`src/xvcr_pkg.sv`:
```
// package: register map, field codes and decode helpers of the volatile configuration bank
package xvcr_pkg;

  // ----------------------------------------------------------------
  // register indices (byte address is four times the index)
  // ----------------------------------------------------------------
  localparam logic [3:0] XVCR_IDX_IO_MODE = 4'h0;
  localparam logic [3:0] XVCR_IDX_LATENCY = 4'h1;
  localparam logic [3:0] XVCR_IDX_SPARE2 = 4'h2;
  localparam logic [3:0] XVCR_IDX_IMPED = 4'h3;
  localparam logic [3:0] XVCR_IDX_STROBE_DLY = 4'h4;
  localparam logic [3:0] XVCR_IDX_ADDR_MODE = 4'h5;
  localparam logic [3:0] XVCR_IDX_XIP = 4'h6;
  localparam logic [3:0] XVCR_IDX_WRAP = 4'h7;
  localparam logic [3:0] XVCR_IDX_MEM_MODE = 4'h8;
  localparam int XVCR_ADR_W = 8;

  // ----------------------------------------------------------------
  // reset values
  // ----------------------------------------------------------------
  localparam logic [7:0] XVCR_RST_IO_MODE = 8'hff;
  localparam logic [7:0] XVCR_RST_LATENCY = 8'h10;
  localparam logic [7:0] XVCR_RST_IMPED = 8'hff;
  localparam logic [3:0] XVCR_RST_STROBE_DLY = 4'hf;
  localparam logic [7:0] XVCR_RST_ADDR_MODE = 8'hff;
  localparam logic [7:0] XVCR_RST_XIP = 8'hff;
  localparam logic [7:0] XVCR_RST_WRAP = 8'hff;
  localparam logic XVCR_RST_MEM_MODE = 1'b1;

  // ----------------------------------------------------------------
  // field codes
  // ----------------------------------------------------------------
  localparam logic [7:0] XVCR_XIP_ENABLE = 8'hfe;
  localparam logic [7:0] XVCR_ADDR_4BYTE = 8'hfe;
  localparam logic [7:0] XVCR_FAST_READ_OP = 8'h0b;
  localparam logic [4:0] XVCR_DUMMY_MIN = 5'h01;
  localparam logic [4:0] XVCR_DUMMY_MAX = 5'h1e;
  localparam logic [4:0] XVCR_DUMMY_DFLT = 5'h10;
  localparam int XVCR_STROBE_STEP_PS = 100;

  typedef enum logic [1:0] {
    XVCR_W_SINGLE = 2'b00,
    XVCR_W_DUAL = 2'b01,
    XVCR_W_QUAD = 2'b10,
    XVCR_W_OCTAL = 2'b11
  } xvcr_width_t;

  typedef enum logic [1:0] {
    XVCR_IMP_50 = 2'b00,
    XVCR_IMP_35 = 2'b01,
    XVCR_IMP_25 = 2'b10,
    XVCR_IMP_18 = 2'b11
  } xvcr_imp_t;

  typedef enum logic [2:0] {
    XVCR_WRAP_CONT = 3'b000,
    XVCR_WRAP_64 = 3'b001,
    XVCR_WRAP_32 = 3'b010,
    XVCR_WRAP_16 = 3'b011,
    XVCR_WRAP_PAGE = 3'b100
  } xvcr_wrap_t;

  typedef struct packed {
    xvcr_width_t width;
    logic ddr;
    logic strobe;
  } xvcr_mode_t;

  localparam xvcr_mode_t XVCR_MODE_DFLT = '{XVCR_W_SINGLE, 1'b0, 1'b1};

  // unlisted codes fall back to single lane with strobe
  function automatic xvcr_mode_t xvcr_decode_mode(input logic [7:0] code);
    case (code)
      8'hff: xvcr_decode_mode = '{XVCR_W_SINGLE, 1'b0, 1'b1};
      8'hdf: xvcr_decode_mode = '{XVCR_W_SINGLE, 1'b0, 1'b0};
      8'hfd: xvcr_decode_mode = '{XVCR_W_DUAL, 1'b0, 1'b1};
      8'hdd: xvcr_decode_mode = '{XVCR_W_DUAL, 1'b0, 1'b0};
      8'hfb: xvcr_decode_mode = '{XVCR_W_QUAD, 1'b0, 1'b1};
      8'hdb: xvcr_decode_mode = '{XVCR_W_QUAD, 1'b0, 1'b0};
      8'heb: xvcr_decode_mode = '{XVCR_W_QUAD, 1'b1, 1'b1};
      8'hcb: xvcr_decode_mode = '{XVCR_W_QUAD, 1'b1, 1'b0};
      8'hc7: xvcr_decode_mode = '{XVCR_W_OCTAL, 1'b1, 1'b1};
      8'hb7: xvcr_decode_mode = '{XVCR_W_OCTAL, 1'b0, 1'b1};
      8'h97: xvcr_decode_mode = '{XVCR_W_OCTAL, 1'b0, 1'b0};
      default: xvcr_decode_mode = XVCR_MODE_DFLT;
    endcase
  endfunction : xvcr_decode_mode

  // lanes that carry data in each width; single lane uses lane zero only
  function automatic logic [7:0] xvcr_lanes_of(input xvcr_width_t w);
    case (w)
      XVCR_W_SINGLE: xvcr_lanes_of = 8'h01;
      XVCR_W_DUAL: xvcr_lanes_of = 8'h03;
      XVCR_W_QUAD: xvcr_lanes_of = 8'h0f;
      XVCR_W_OCTAL: xvcr_lanes_of = 8'hff;
      default: xvcr_lanes_of = 8'h01;
    endcase
  endfunction : xvcr_lanes_of

endpackage : xvcr_pkg

```
`src/xvcr_regs.sv`:
```
// module: volatile configuration register bank with wishbone slave and link-side settings
module xvcr_regs
  import xvcr_pkg::*;
#(
  parameter int LANES = 8,
  parameter logic SMALL_PKG = 1'b0
) (
  input wire logic clk_i,
  input wire logic rst_i,
  input wire logic wb_cyc_i,
  input wire logic wb_stb_i,
  input wire logic wb_we_i,
  input wire logic [XVCR_ADR_W-1:0] wb_adr_i,
  input wire logic [3:0] wb_sel_i,
  input wire logic [31:0] wb_dat_i,
  output logic [31:0] wb_dat_o,
  output logic wb_ack_o,
  input wire logic sck_i,
  input wire logic cs_n_i,
  input wire logic lat_start_i,
  input wire logic cmd_valid_i,
  input wire logic [7:0] cmd_opcode_i,
  input wire logic xip_confirm_i,
  input wire logic drive_i,
  output logic [7:0] io_oe_n_o,
  output logic [1:0] io_width_o,
  output logic ddr_o,
  output logic strobe_en_o,
  output logic wp_func_o,
  output logic reset_func_o,
  output logic [4:0] read_dummy_o,
  output logic data_phase_o,
  output logic [1:0] imp_sel_o,
  output logic [3:0] strobe_taps_o,
  output logic [2:0] reg_addr_bytes_o,
  output logic xip_continue_o,
  output logic [2:0] rd_wrap_o,
  output logic [2:0] wr_wrap_o
);

  // ----------------------------------------------------------------
  // state
  // ----------------------------------------------------------------
  typedef struct packed {
    logic [7:0] io_mode;
    logic [7:0] latency;
    logic [7:0] imped;
    logic [3:0] strobe_dly;
    logic [7:0] addr_mode;
    logic [7:0] execute_in_place;
    logic [7:0] wrap;
    logic mem_mode;
    logic ack;
    logic [31:0] rdata;
    xvcr_mode_t act_mode;
    logic [4:0] act_dummy;
    logic [1:0] act_imp;
    logic [3:0] act_taps;
    logic act_addr4;
    logic act_xip_en;
    logic [2:0] act_rd_wrap;
    logic [2:0] act_wr_wrap;
    logic in_frame;
    logic counting;
    logic [4:0] cnt;
    logic data_phase;
    logic xip_cont;
  } xvcr_state_t;

  xvcr_state_t s_q, s_d;

  logic sck_rise;
  logic cs_n_sync;
  logic cs_fall;
  logic cs_rise;

  // ----------------------------------------------------------------
  // pin synchronisers
  // ----------------------------------------------------------------
  xvcr_pin_sync #(.RST_VAL(1'b0)) u_sck_sync (
    .clk_i(clk_i),
    .rst_i(rst_i),
    .async_i(sck_i),
    .level_o(),
    .rise_o(sck_rise),
    .fall_o()
  );

  xvcr_pin_sync #(.RST_VAL(1'b1)) u_cs_sync (
    .clk_i(clk_i),
    .rst_i(rst_i),
    .async_i(cs_n_i),
    .level_o(cs_n_sync),
    .rise_o(cs_rise),
    .fall_o(cs_fall)
  );

  // ----------------------------------------------------------------
  // live decode of the stored codes
  // ----------------------------------------------------------------
  xvcr_mode_t live_mode;
  logic [4:0] live_dummy;
  logic [1:0] live_imp;
  logic [2:0] live_rd_wrap;
  logic [3:0] req_idx;
  logic req_ok;
  logic req;

  always_comb begin
    live_mode = xvcr_decode_mode(s_q.io_mode);
    // an eight-lane code on a four-lane part is not honoured
    if (LANES < 8 && live_mode.width == XVCR_W_OCTAL) begin
      live_mode = XVCR_MODE_DFLT;
    end
    if (s_q.latency[7:5] == 3'b000 && s_q.latency[4:0] >= XVCR_DUMMY_MIN && s_q.latency[4:0] <= XVCR_DUMMY_MAX) begin
      live_dummy = s_q.latency[4:0];
    end else begin
      live_dummy = XVCR_DUMMY_DFLT;
    end
    case (s_q.imped)
      8'hfe: live_imp = XVCR_IMP_35;
      8'hfd: live_imp = XVCR_IMP_25;
      8'hfc: live_imp = XVCR_IMP_18;
      default: live_imp = XVCR_IMP_50;
    endcase
    case (s_q.wrap)
      8'hfe: live_rd_wrap = XVCR_WRAP_64;
      8'hfd: live_rd_wrap = XVCR_WRAP_32;
      8'hfc: live_rd_wrap = XVCR_WRAP_16;
      default: live_rd_wrap = XVCR_WRAP_CONT;
    endcase
  end

  // ----------------------------------------------------------------
  // bus decode
  // ----------------------------------------------------------------
  assign req_idx = wb_adr_i[5:2];
  assign req_ok = (wb_adr_i[1:0] == 2'b00) && (wb_adr_i[XVCR_ADR_W-1:6] == '0) && (req_idx <= XVCR_IDX_MEM_MODE);
  assign req = wb_cyc_i & wb_stb_i;

  // ----------------------------------------------------------------
  // next state
  // ----------------------------------------------------------------
  always_comb begin
    s_d = s_q;
    s_d.ack = req & ~s_q.ack;
    // writes land on the edge where the master sees ack
    if (req && s_q.ack && wb_we_i && wb_sel_i[0] && req_ok) begin
      case (req_idx)
        XVCR_IDX_IO_MODE: s_d.io_mode = wb_dat_i[7:0];
        XVCR_IDX_LATENCY: s_d.latency = wb_dat_i[7:0];
        XVCR_IDX_IMPED: s_d.imped = wb_dat_i[7:0];
        XVCR_IDX_STROBE_DLY: s_d.strobe_dly = wb_dat_i[3:0];
        XVCR_IDX_ADDR_MODE: s_d.addr_mode = wb_dat_i[7:0];
        XVCR_IDX_XIP: s_d.execute_in_place = wb_dat_i[7:0];
        XVCR_IDX_WRAP: s_d.wrap = wb_dat_i[7:0];
        XVCR_IDX_MEM_MODE: s_d.mem_mode = wb_dat_i[0];
        default: s_d.mem_mode = s_q.mem_mode;
      endcase
    end
    s_d.rdata = '0;
    if (req && !s_q.ack && req_ok) begin
      case (req_idx)
        XVCR_IDX_IO_MODE: s_d.rdata[7:0] = s_q.io_mode;
        XVCR_IDX_LATENCY: s_d.rdata[7:0] = s_q.latency;
        XVCR_IDX_IMPED: s_d.rdata[7:0] = s_q.imped;
        XVCR_IDX_STROBE_DLY: s_d.rdata[3:0] = s_q.strobe_dly;
        XVCR_IDX_ADDR_MODE: s_d.rdata[7:0] = s_q.addr_mode;
        XVCR_IDX_XIP: s_d.rdata[7:0] = s_q.execute_in_place;
        XVCR_IDX_WRAP: s_d.rdata[7:0] = s_q.wrap;
        XVCR_IDX_MEM_MODE: s_d.rdata[0] = s_q.mem_mode;
        default: s_d.rdata = '0;
      endcase
    end else if (s_q.ack) begin
      s_d.rdata = s_q.rdata;
    end

    // frame tracking: settings freeze for the length of a frame
    if (cs_fall) begin
      s_d.in_frame = 1'b1;
    end else if (cs_rise || cs_n_sync) begin
      s_d.in_frame = 1'b0;
    end
    if (!s_q.in_frame) begin
      s_d.act_mode = live_mode;
      s_d.act_dummy = live_dummy;
      s_d.act_imp = live_imp;
      s_d.act_taps = 4'hf - s_q.strobe_dly;
      s_d.act_addr4 = (s_q.addr_mode == XVCR_ADDR_4BYTE);
      s_d.act_xip_en = (s_q.execute_in_place == XVCR_XIP_ENABLE);
      s_d.act_rd_wrap = live_rd_wrap;
      s_d.act_wr_wrap = s_q.mem_mode ? XVCR_WRAP_PAGE : XVCR_WRAP_CONT;
    end

    // latency count in rising serial clock edges after the address phase
    if (!s_q.in_frame || cs_rise) begin
      s_d.counting = 1'b0;
      s_d.cnt = '0;
      s_d.data_phase = 1'b0;
    end else if (lat_start_i) begin
      s_d.counting = 1'b1;
      s_d.cnt = '0;
      s_d.data_phase = 1'b0;
    end else if (s_q.counting && sck_rise) begin
      if (s_q.cnt + 5'd1 >= s_q.act_dummy) begin
        s_d.counting = 1'b0;
        s_d.data_phase = 1'b1;
      end else begin
        s_d.cnt = s_q.cnt + 5'd1;
      end
    end

    if (cmd_valid_i) begin
      s_d.xip_cont = s_q.act_xip_en && (cmd_opcode_i == XVCR_FAST_READ_OP) && !xip_confirm_i;
    end
  end

  always_ff @(posedge clk_i) begin
    if (rst_i) begin
      s_q <= '0;
      s_q.io_mode <= XVCR_RST_IO_MODE;
      s_q.latency <= XVCR_RST_LATENCY;
      s_q.imped <= XVCR_RST_IMPED;
      s_q.strobe_dly <= XVCR_RST_STROBE_DLY;
      s_q.addr_mode <= XVCR_RST_ADDR_MODE;
      s_q.execute_in_place <= XVCR_RST_XIP;
      s_q.wrap <= XVCR_RST_WRAP;
      s_q.mem_mode <= XVCR_RST_MEM_MODE;
      s_q.act_mode <= XVCR_MODE_DFLT;
      s_q.act_dummy <= XVCR_DUMMY_DFLT;
      s_q.act_wr_wrap <= XVCR_WRAP_PAGE;
    end else begin
      s_q <= s_d;
    end
  end

  // ----------------------------------------------------------------
  // outputs
  // ----------------------------------------------------------------
  logic [7:0] lanes_used;
  logic dual_mode;

  assign lanes_used = xvcr_lanes_of(s_q.act_mode.width);
  assign dual_mode = (s_q.act_mode.width == XVCR_W_DUAL);
  // enables are active low: only used lanes drive, and only while data goes out
  assign io_oe_n_o = ~(lanes_used & {8{drive_i}});
  assign wp_func_o = dual_mode && (LANES == 8 || SMALL_PKG);
  assign reset_func_o = dual_mode && (LANES == 4) && SMALL_PKG;
  assign io_width_o = s_q.act_mode.width;
  assign ddr_o = s_q.act_mode.ddr;
  assign strobe_en_o = s_q.act_mode.strobe;
  assign read_dummy_o = s_q.act_dummy;
  assign data_phase_o = s_q.data_phase;
  assign imp_sel_o = s_q.act_imp;
  assign strobe_taps_o = s_q.act_taps;
  assign reg_addr_bytes_o = s_q.act_addr4 ? 3'd4 : 3'd3;
  assign xip_continue_o = s_q.xip_cont;
  assign rd_wrap_o = s_q.act_rd_wrap;
  assign wr_wrap_o = s_q.act_wr_wrap;
  assign wb_ack_o = s_q.ack;
  assign wb_dat_o = s_q.ack ? s_q.rdata : 32'h0000_0000;

  // ----------------------------------------------------------------
  // checks
  // ----------------------------------------------------------------
  a_ack_single_pulse: assert property (@(posedge clk_i) disable iff (rst_i)
    wb_ack_o |=> !wb_ack_o) else $error("ack held longer than one cycle");

  a_xip_only_fetch: assert property (@(posedge clk_i) disable iff (rst_i)
    cmd_valid_i && cmd_opcode_i != XVCR_FAST_READ_OP |=> !xip_continue_o) else $error("xip kept after other read");

  a_wrap_write_mode: assert property (@(posedge clk_i) disable iff (rst_i)
    !s_q.in_frame && !s_q.mem_mode |=> wr_wrap_o == XVCR_WRAP_CONT) else $error("write wrap wrong");

  a_addr_bytes_four: assert property (@(posedge clk_i) disable iff (rst_i)
    !s_q.in_frame && s_q.addr_mode == XVCR_ADDR_4BYTE |=> reg_addr_bytes_o == 3'd4) else $error("address length wrong");

  a_quad_upper_float: assert property (@(posedge clk_i) disable iff (rst_i)
    io_width_o == XVCR_W_QUAD |-> io_oe_n_o[7:4] == 4'hf) else $error("upper lanes driven in quad");

  a_dual_lane_use: assert property (@(posedge clk_i) disable iff (rst_i)
    io_width_o == XVCR_W_DUAL && LANES == 8 |-> wp_func_o && io_oe_n_o[7:2] == 6'h3f) else $error("dual lanes wrong");

  a_single_lane_one: assert property (@(posedge clk_i) disable iff (rst_i)
    io_width_o == XVCR_W_SINGLE |-> io_oe_n_o[1]) else $error("lane one driven in single mode");

  a_strobe_no_delay: assert property (@(posedge clk_i) disable iff (rst_i)
    !s_q.in_frame && s_q.strobe_dly == 4'hf |=> strobe_taps_o == 4'h0) else $error("strobe delay at default");

  a_dummy_in_range: assert property (@(posedge clk_i) disable iff (rst_i)
    read_dummy_o >= XVCR_DUMMY_MIN && read_dummy_o <= XVCR_DUMMY_MAX) else $error("dummy count out of range");

  a_imp_default: assert property (@(posedge clk_i) disable iff (rst_i)
    !s_q.in_frame && s_q.imped == 8'hff |=> imp_sel_o == XVCR_IMP_50) else $error("impedance default wrong");

  a_frame_hold: assert property (@(posedge clk_i) disable iff (rst_i)
    s_q.in_frame && $past(s_q.in_frame) |-> $stable(read_dummy_o) && $stable(io_width_o)) else $error("setting changed mid frame");

  a_ack_follows_req: assert property (@(posedge clk_i) disable iff (rst_i)
    wb_cyc_i && wb_stb_i && !wb_ack_o |=> wb_ack_o) else $error("no ack after request");

  a_dat_idle_zero: assert property (@(posedge clk_i) disable iff (rst_i)
    !wb_ack_o |-> wb_dat_o == 32'h0000_0000) else $error("read data outside ack");

  a_xip_needs_enable: assert property (@(posedge clk_i) disable iff (rst_i)
    cmd_valid_i && !s_q.act_xip_en |=> !xip_continue_o) else $error("xip kept while disabled");

  a_rd_wrap_cont: assert property (@(posedge clk_i) disable iff (rst_i)
    !s_q.in_frame && s_q.wrap == 8'hff |=> rd_wrap_o == XVCR_WRAP_CONT) else $error("read wrap wrong");

  a_addr_bytes_three: assert property (@(posedge clk_i) disable iff (rst_i)
    !s_q.in_frame && s_q.addr_mode != XVCR_ADDR_4BYTE |=> reg_addr_bytes_o == 3'd3) else $error("address length wrong");

  a_small_dual_pins: assert property (@(posedge clk_i) disable iff (rst_i)
    io_width_o == XVCR_W_DUAL && LANES == 4 && SMALL_PKG |-> wp_func_o && reset_func_o) else $error("dual pins wrong");

  a_octal_refused: assert property (@(posedge clk_i) disable iff (rst_i)
    LANES < 8 |-> io_width_o != XVCR_W_OCTAL) else $error("octal width on four-lane part");

  a_strobe_max_delay: assert property (@(posedge clk_i) disable iff (rst_i)
    !s_q.in_frame && s_q.strobe_dly == 4'h0 |=> strobe_taps_o == 4'hf) else $error("strobe delay not at maximum");

  a_mode_default: assert property (@(posedge clk_i) disable iff (rst_i)
    !s_q.in_frame && s_q.io_mode == 8'hff |=> io_width_o == XVCR_W_SINGLE && !ddr_o && strobe_en_o) else $error("mode default wrong");

  a_data_phase_end: assert property (@(posedge clk_i) disable iff (rst_i)
    cs_rise |=> !data_phase_o) else $error("data phase kept after frame");

endmodule : xvcr_regs

```
`src/xvcr_pin_sync.sv`:
```
// module: two-stage pin synchroniser with edge pulses
module xvcr_pin_sync #(
  parameter logic RST_VAL = 1'b1
) (
  input wire logic clk_i,
  input wire logic rst_i,
  input wire logic async_i,
  output logic level_o,
  output logic rise_o,
  output logic fall_o
);

  typedef struct packed {
    logic meta;
    logic sync;
    logic prev;
  } xvcr_sync_state_t;

  xvcr_sync_state_t s_q, s_d;

  always_comb begin
    s_d.meta = async_i;
    s_d.sync = s_q.meta;
    s_d.prev = s_q.sync;
  end

  always_ff @(posedge clk_i) begin
    if (rst_i) begin
      s_q <= '{RST_VAL, RST_VAL, RST_VAL};
    end else begin
      s_q <= s_d;
    end
  end

  // edges come from the second and third stages, never the first
  assign level_o = s_q.sync;
  assign rise_o = s_q.sync & ~s_q.prev;
  assign fall_o = ~s_q.sync & s_q.prev;

endmodule : xvcr_pin_sync

```
`config.mk`:
```
export PLATFORM = sky130hd
export DESIGN_NAME = xvcr_regs
export DESIGN_NICKNAME = d
export VERILOG_FILES = /design/src/xvcr_pkg.sv /design/src/xvcr_regs.sv /design/src/xvcr_pin_sync.sv
export SDC_FILE = /design/constraint.sdc
export NUM_CORES = 1
export LEC_CHECK = 0
export BUFFER_PORTS_ARGS = -buffer_cell sky130_fd_sc_hd__buf_4
export CORE_MARGIN = 2
export CORE_UTILIZATION = 53
export CTS_CLUSTER_DIAMETER = 200
export DETAILED_ROUTE_END_ITERATION = 8
export GPL_TIMING_DRIVEN = 0
export PLACE_DENSITY = 0.79
export SLEW_MARGIN = 10
export SYNTH_ARGS = -nofsm -noshare
export SYNTH_HDL_FRONTEND = slang
export SYNTH_SLANG_ARGS = --single-unit
```
`constraint.sdc`:
```
create_clock -name clk_i -period 2.71 [get_ports clk_i]
set_input_delay 0.6775 -clock clk_i [delete_from_list [all_inputs] [get_ports clk_i]]
set_output_delay 0.6775 -clock clk_i [all_outputs]
set_load 0.02 [all_outputs]
```
==> results of run 1 <==
==> layout make-up <==
cell class	instances	area [sq um]
buffer	63	344.1
clock buffer	20	445.4
clock inverter	9	77.57
fill	808	3239
inverter	14	52.55
multi-input combinational	409	2644
sequential	121	2422
tap	136	170.2
timing repair buffer	99	743.2
==> final timing paths <==
kind / endpoint / startpoint / cells after the start / slack (ps)
max: wb_dat_o[2] / wb_ack_o / 3 / 330
min: u_cs_sync.s_d[1] / cs_n_i / 2 / 340
max reg2reg: s_q[5] / s_q[2] / 8 / 490
min reg2reg: u_cs_sync.level_o / u_cs_sync.s_d[1] / 1 / 420
==> routing by layer <==
layer  up-vias  global-route usage
met5         -                   0
met4         0              0.1029
met3        34             0.06494
met2       178              0.4622
met1      2301              0.3485
li1       2318                   -
==> cell families after synthesis <==
kind of cell,Yosys count,share of synthesized area
flip-flops,121,0.4443
adder cells (fa/ha/maj),6,0.01377
other,1,0.0006879
XOR/XNOR,5,0.008035
AND/OR/NAND/NOR,244,0.2495
AO/OA/AOI/OAI,99,0.1150
buffers and inverters,77,0.07275
multiplexers,51,0.09594
==> state kept, by name, summed over array words and instances (netlist names), 2 cells and up <==
| register | count |
|---|---|
| read_dummy_o | 5 |
| io_width_o | 2 |
| s_q | 94 |
| strobe_taps_o | 4 |
| rd_wrap_o | 2 |
| imp_sel_o | 2 |
==> synthesized netlist by cell type (3+ instances only) <==
cell      number
a31oi_1        3
a211oi_1       3
ha_1           6
o31a_1         5
or3_1          4
or2_2          4
a22oi_1        3
o22ai_1        3
inv_1         14
nand2b_1       6
nor4_4         3
a221oi_1       4
buf_2          5
nor2_1        43
buf_1          5
clkbuf_1      26
nor2b_1        7
dfxtp_1      121
and3_1         5
nand2_1       47
xnor2_1        3
o21ai_0       16
nor3_1        31
a21oi_1       41
and2_1        55
buf_4         27
mux2i_1       50
nor4_1         4
nand4_1        7
a22o_1         6
nand3_1       10
nand4b_1       4
==> placed cells by master, fill, tap and decap left out, types with 10 or more instances in the layout <==
| cell type | n |
|---|---|
| nor3_1 | 31 |
| buf_4 | 126 |
| inv_1 | 14 |
| nand3_1 | 10 |
| clkbuf_16 | 16 |
| mux2i_1 | 50 |
| a21oi_1 | 41 |
| and2_1 | 55 |
| nand2_1 | 47 |
| dfxtp_1 | 121 |
| o21ai_0 | 16 |
| nor2_1 | 43 |
| clkbuf_1 | 27 |
==> through the flow <==
step                  util  setup slack [ps]  power [W]
floorplan                -             461.0   0.001937
global placement    0.6289             46.99   0.002034
detailed placement  0.6289             56.70   0.002037
CTS                 0.6805             312.5   0.004024
global route        0.6805             191.3   0.004121
finish              0.6805             328.9   0.004013
==> worst reg2reg max path: stages, from the launching register on <==
cell	delay, ps
dfxtp_1	390
ha_1	230
nand3_1	150
xnor2_1	160
ha_1	290
a21oi_1	160
o211ai_1	260
or3_1	390
a21oi_1	140
==> report_power, final <==
part	total (W)	switching, W	internal (W)
Clock	0.00201	0.000772	0.00124
Combinational	0.000216	0.000137	0.0000799
Sequential	0.00179	0.00000281	0.00178
==> run metrics, run 1 <==
Top FF cell, synth=dfxtp_1; vias per cell=5.546; H-tree depth=4; clk sink count=between 100 and 150; Slew HR=0.4651; max_cap viols=0; CTS Hold Bufs=0; Die ar.=about 11000 sq um; uppermost routed layer=met4; crit-path cells=clkbuf_1 -> and2_1 -> buf_4; final setup vio count=0; antenna-violating nets left=0; initial antenna violation count=0; DIE WIDTH=about 110 um; grt ovf=0; Synth area leader=dfxtp_1; Post-synth EDFFs=0; HPWL Detailed=around 11 mm; Final Hold Vio Count=0; crit path DAT=1700 ps; GPL Wtd Cong=0.9439; crit path buf inv count=2; DR WL met2=7.200 mm; WL/cell=roughly 17 um; die height=between 100 and 150 um; post-synthesis register bit count=121; post-synth cell types=57; fraction of registers with async set/reset=0; Clock Pin Slew Worst Setup and Hold Paths=60 ps; row count=37; Crit Path Max Fanout=10; Worst Setup End Kind=primary output; vias in the first global route=4681; CP Class=reg -> out; period utilization=0.8786; top-area cell type share of the netlist area=0.4443; Final Max Slew Viols=0; Design Area, Final=6899 sq um; setup TNS=0 ps; Final Net Count=794; sequential fraction of the synthesis area=0.4443; Avg Inst Size Synth=approximately 9.0 sq um; PostCTS Resize Cnt=0; Max clock buf depth=2; Lkg Pwr=3.115 nW; Starting DRT DRC Count=435; RSZ-0062 raised after global routing=no; dpl cells=842; Port Buf Inserts=99; CP Data Required Time=between 2000 and 2500 ps; CP peak stage delay=480 ps; drt total wl=around 15 mm; Routed met3 length=896 um; pwr/cell area=between 500 and 600 nW/um^2; worst hold slack=341.8 ps; clk_lat worst skew=520 ps; routed metal-1 wirelength=about 6.5 mm; largest net degree at the start of global routing=17; IO Count=about 130; share of cells above drive strength 1=0.2354; Mapped Cells=604; first-pass GRT wire length=roughly 24 mm; GRT Total Usage=0.2771; DR DRC count=0; Initial Util=0.5377; peak supply drop=0.4563 mV; CTS root buf=clkbuf_8; Crit-path slowest cell=dfxtp_1; drt first pass iters=5; Worst setup SP type=flip-flop; Core Box Area=10140 sq um; Hold Crit Class=in -> reg; postcts setup bufs=0; Slew @ Worst Pin=about 800 ps; status=completed; Achievable Freq=around 420 MHz; Area Growth Syn to Fin=26.56%; number of buffers created by CTS=17; Mapped Area=5451 sq um; clock skew=8.256 ps; Via Count=4831; CTS tree=done; Crit path max-delay family=flip-flops; largest cells by area after synthesis=dfxtp_1 (44%), mux2i_1 (9.2%), and2_1 (6.3%); Syn. warnings=0; Post-Layout Cell Count=871; Tmin final=about 2400 ps; placed cell area=6376 sq um; n_diodes=0
(Power assumes the default switching activity.)
==> run 2: changes to the inputs <==
CAP_MARGIN = 20   (was not set)
CELL_PAD_IN_SITES_DETAIL_PLACEMENT = 2   (was not set)
CELL_PAD_IN_SITES_GLOBAL_PLACEMENT = 2   (was not set)
CORE_ASPECT_RATIO = 1.5   (was not set)
CORE_UTILIZATION = 32   (was 53)
PLACE_DENSITY = not set   (was 0.79)
PLACE_DENSITY_LB_ADDON = 0.1   (was not set)
==> run 2 against run 1 <==
Against the previous run: critical path depth is 4 higher; maximum frequency is 3.6% lower; count of clock-buffer cells in the layout is 2 lower; cell count up 8.6%; sequential share of layout area down 0.68 points; via count is 0.64% higher; clock skew is essentially flat; critical endpoint is now s_q[32]; highest routed layer unchanged.
==> run metrics, run 2 (synthesized netlist as in run 1, its figures left out) <==
Worst setup SP type=primary input (was flip-flop); Die ar.=18120 sq um (was 11110 sq um); most common cell after layout, fill and taps aside=buf_4 (unchanged); Final Net Count=794 (unchanged); Worst Setup End Kind=flip-flop (was primary output); DIE WIDTH=110.6 um (was 105.4 um); Final Util=0.4197 (was 0.6805); clock skew=8.307 ps (was 8.256 ps); PostCTS Resize Cnt=0 (unchanged); CP Class=in -> reg (was reg -> out); Slew HR=0.4698 (was 0.4651); Hold Crit Class=reg -> reg (was in -> reg); vias per cell=5.140 (was 5.546); most frequent cells in the layout=buf_4 (126), dfxtp_1 (121), and2_1 (55), mux2i_1 (50), nand2_1 (47) (unchanged); Final Hold Vio Count=0 (unchanged); max FFs per register=94 (unchanged); first-pass GRT wire length=30.17 mm (was 23.85 mm); drt total wl=19.16 mm (was 15.02 mm); CP Data Required Time=3020 ps (was 2030 ps); Starting DRT DRC Count=150 (was 435); Core Box Area=16760 sq um (was 10140 sq um); share of cells above drive strength 1=0.2378 (was 0.2354); RSZ-0062 raised after global routing=no (unchanged); largest net degree at the start of global routing=17 (unchanged); Overall Power=0.004225 W (was 0.004013 W); Via Count=4862 (was 4831); Tmin final=2471 ps (was 2381 ps); pwr/cell area=600.5 nW/um^2 (was 581.6 nW/um^2); max_cap viols=0 (unchanged); clk sink count=121 (unchanged); period utilization=0.9118 (was 0.8786); peak supply drop=0.3151 mV (was 0.4563 mV); Biggest register=s_q (unchanged); Lkg Pwr=3.143 nW (was 3.115 nW); DR DRC count=0 (unchanged); H-tree depth=4 (unchanged); Area Growth Syn to Fin=29.06% (was 26.56%); grt met2 use=0.4294 (was 0.4622); crit path DAT=2780 ps (was 1700 ps); status=completed (unchanged); n_diodes=0 (unchanged); dpl cells=916 (was 842); Crit Path Max Fanout=10 (unchanged); Slew @ Worst Pin=789.4 ps (was 802.4 ps); GPL Wtd Cong=0.8494 (was 0.9439); Fillers=1839 (was 808); CTS root buf=clkbuf_16 (was clkbuf_8); final setup vio count=0 (unchanged); routing usage on met3=0.04391 (was 0.06494); IO Count=132 (unchanged); die height=163.9 um (was 105.4 um); WL/cell=20.25 um (was 17.24 um); row count=58 (was 37); Max clock buf depth=2 (unchanged); Clock Pin Slew Worst Setup and Hold Paths=60 ps (about the same); vias in the first global route=5426 (was 4681); initial antenna violation count=0 (unchanged); grt ovf=0 (unchanged); Initial Util=0.3252 (was 0.5377); CTS Hold Bufs=0 (unchanged); Post-Layout Cell Count=946 (was 871); clk_lat worst skew=420 ps (was 520 ps); postcts setup bufs=0 (unchanged); GRT Total Usage=0.2165 (was 0.2771); antenna-violating nets left=0 (unchanged); drt first pass iters=4 (was 5); GR peak layer=met2 (unchanged); Final Max Slew Viols=0 (unchanged); Achievable Freq=404.7 MHz (was 420.0 MHz); HPWL Detailed=14.65 mm (was 11.16 mm); CTS tree=done (unchanged); number of buffers created by CTS=17 (unchanged); Port Buf Inserts=99 (unchanged); met1 Use GR=0.2217 (was 0.3485)
==> run 2: worst paths after layout <==
path,end,cells past startpoint,startpoint,slack [ps]
hold / removal,u_cs_sync.level_o,1,u_cs_sync.s_d[1],420
hold reg to reg,u_cs_sync.level_o,1,u_cs_sync.s_d[1],420
setup reg to reg,s_q[4],8,s_q[2],380
setup / recovery,s_q[32],7,wb_adr_i[3],240
==> run 2: area by class of cell <==
class	count	area, sq um	area share
multi-input cells	409	2644	0.3758
flip-flops and latches	121	2422	0.3443
well taps	210	262.8	0.03735
repair buffers	99	743.2	0.1056
clock inverters	12	127.6	0.01814
inverters	14	52.55	0.007469
plain buffers	63	344.1	0.04891
clock buffers	18	439.2	0.06242
==> run 2: layer usage <==
metal	up-vias	wire, um	share of wire
li1	2328	-	-
met2	98	10840	0.57
met1	2404	7325	0.38
met4	0	444	0.023
met3	32	545	0.028
met5	-	0	0
==> run 2: where the power goes <==
part,internal (W),leakage (nW),switching (W)
combinational,0.0000800,1.88,0.000151
clock,0.00136,0.282,0.000844
sequential,0.00178,0.978,0.00000307
==> run 2: critical path, cell delays in order <==
cell and delay [ps]:
buf_4 100, buf_2 270, buf_1 540, o21ai_0 200
a221oi_1 600, nor3_1 110, a211o_1 280
==> run 2: through the flow <==
step | setup WS, ps | hold WS [ps] | instance area (sq um) | setup TNS, ps
final | 239.1 | 421.5 | 7036 | 0
after global routing | 123.6 | 435.5 | 7036 | 0
after CTS | 261.9 | 428.2 | 7036 | 0
after detailed placement | -208.4 | 412.2 | 6469 | -229.1
after global placement | -184.2 | 391.3 | 6469 | -186.5
after floorplan | 461.0 | 389.5 | 5463 | 0
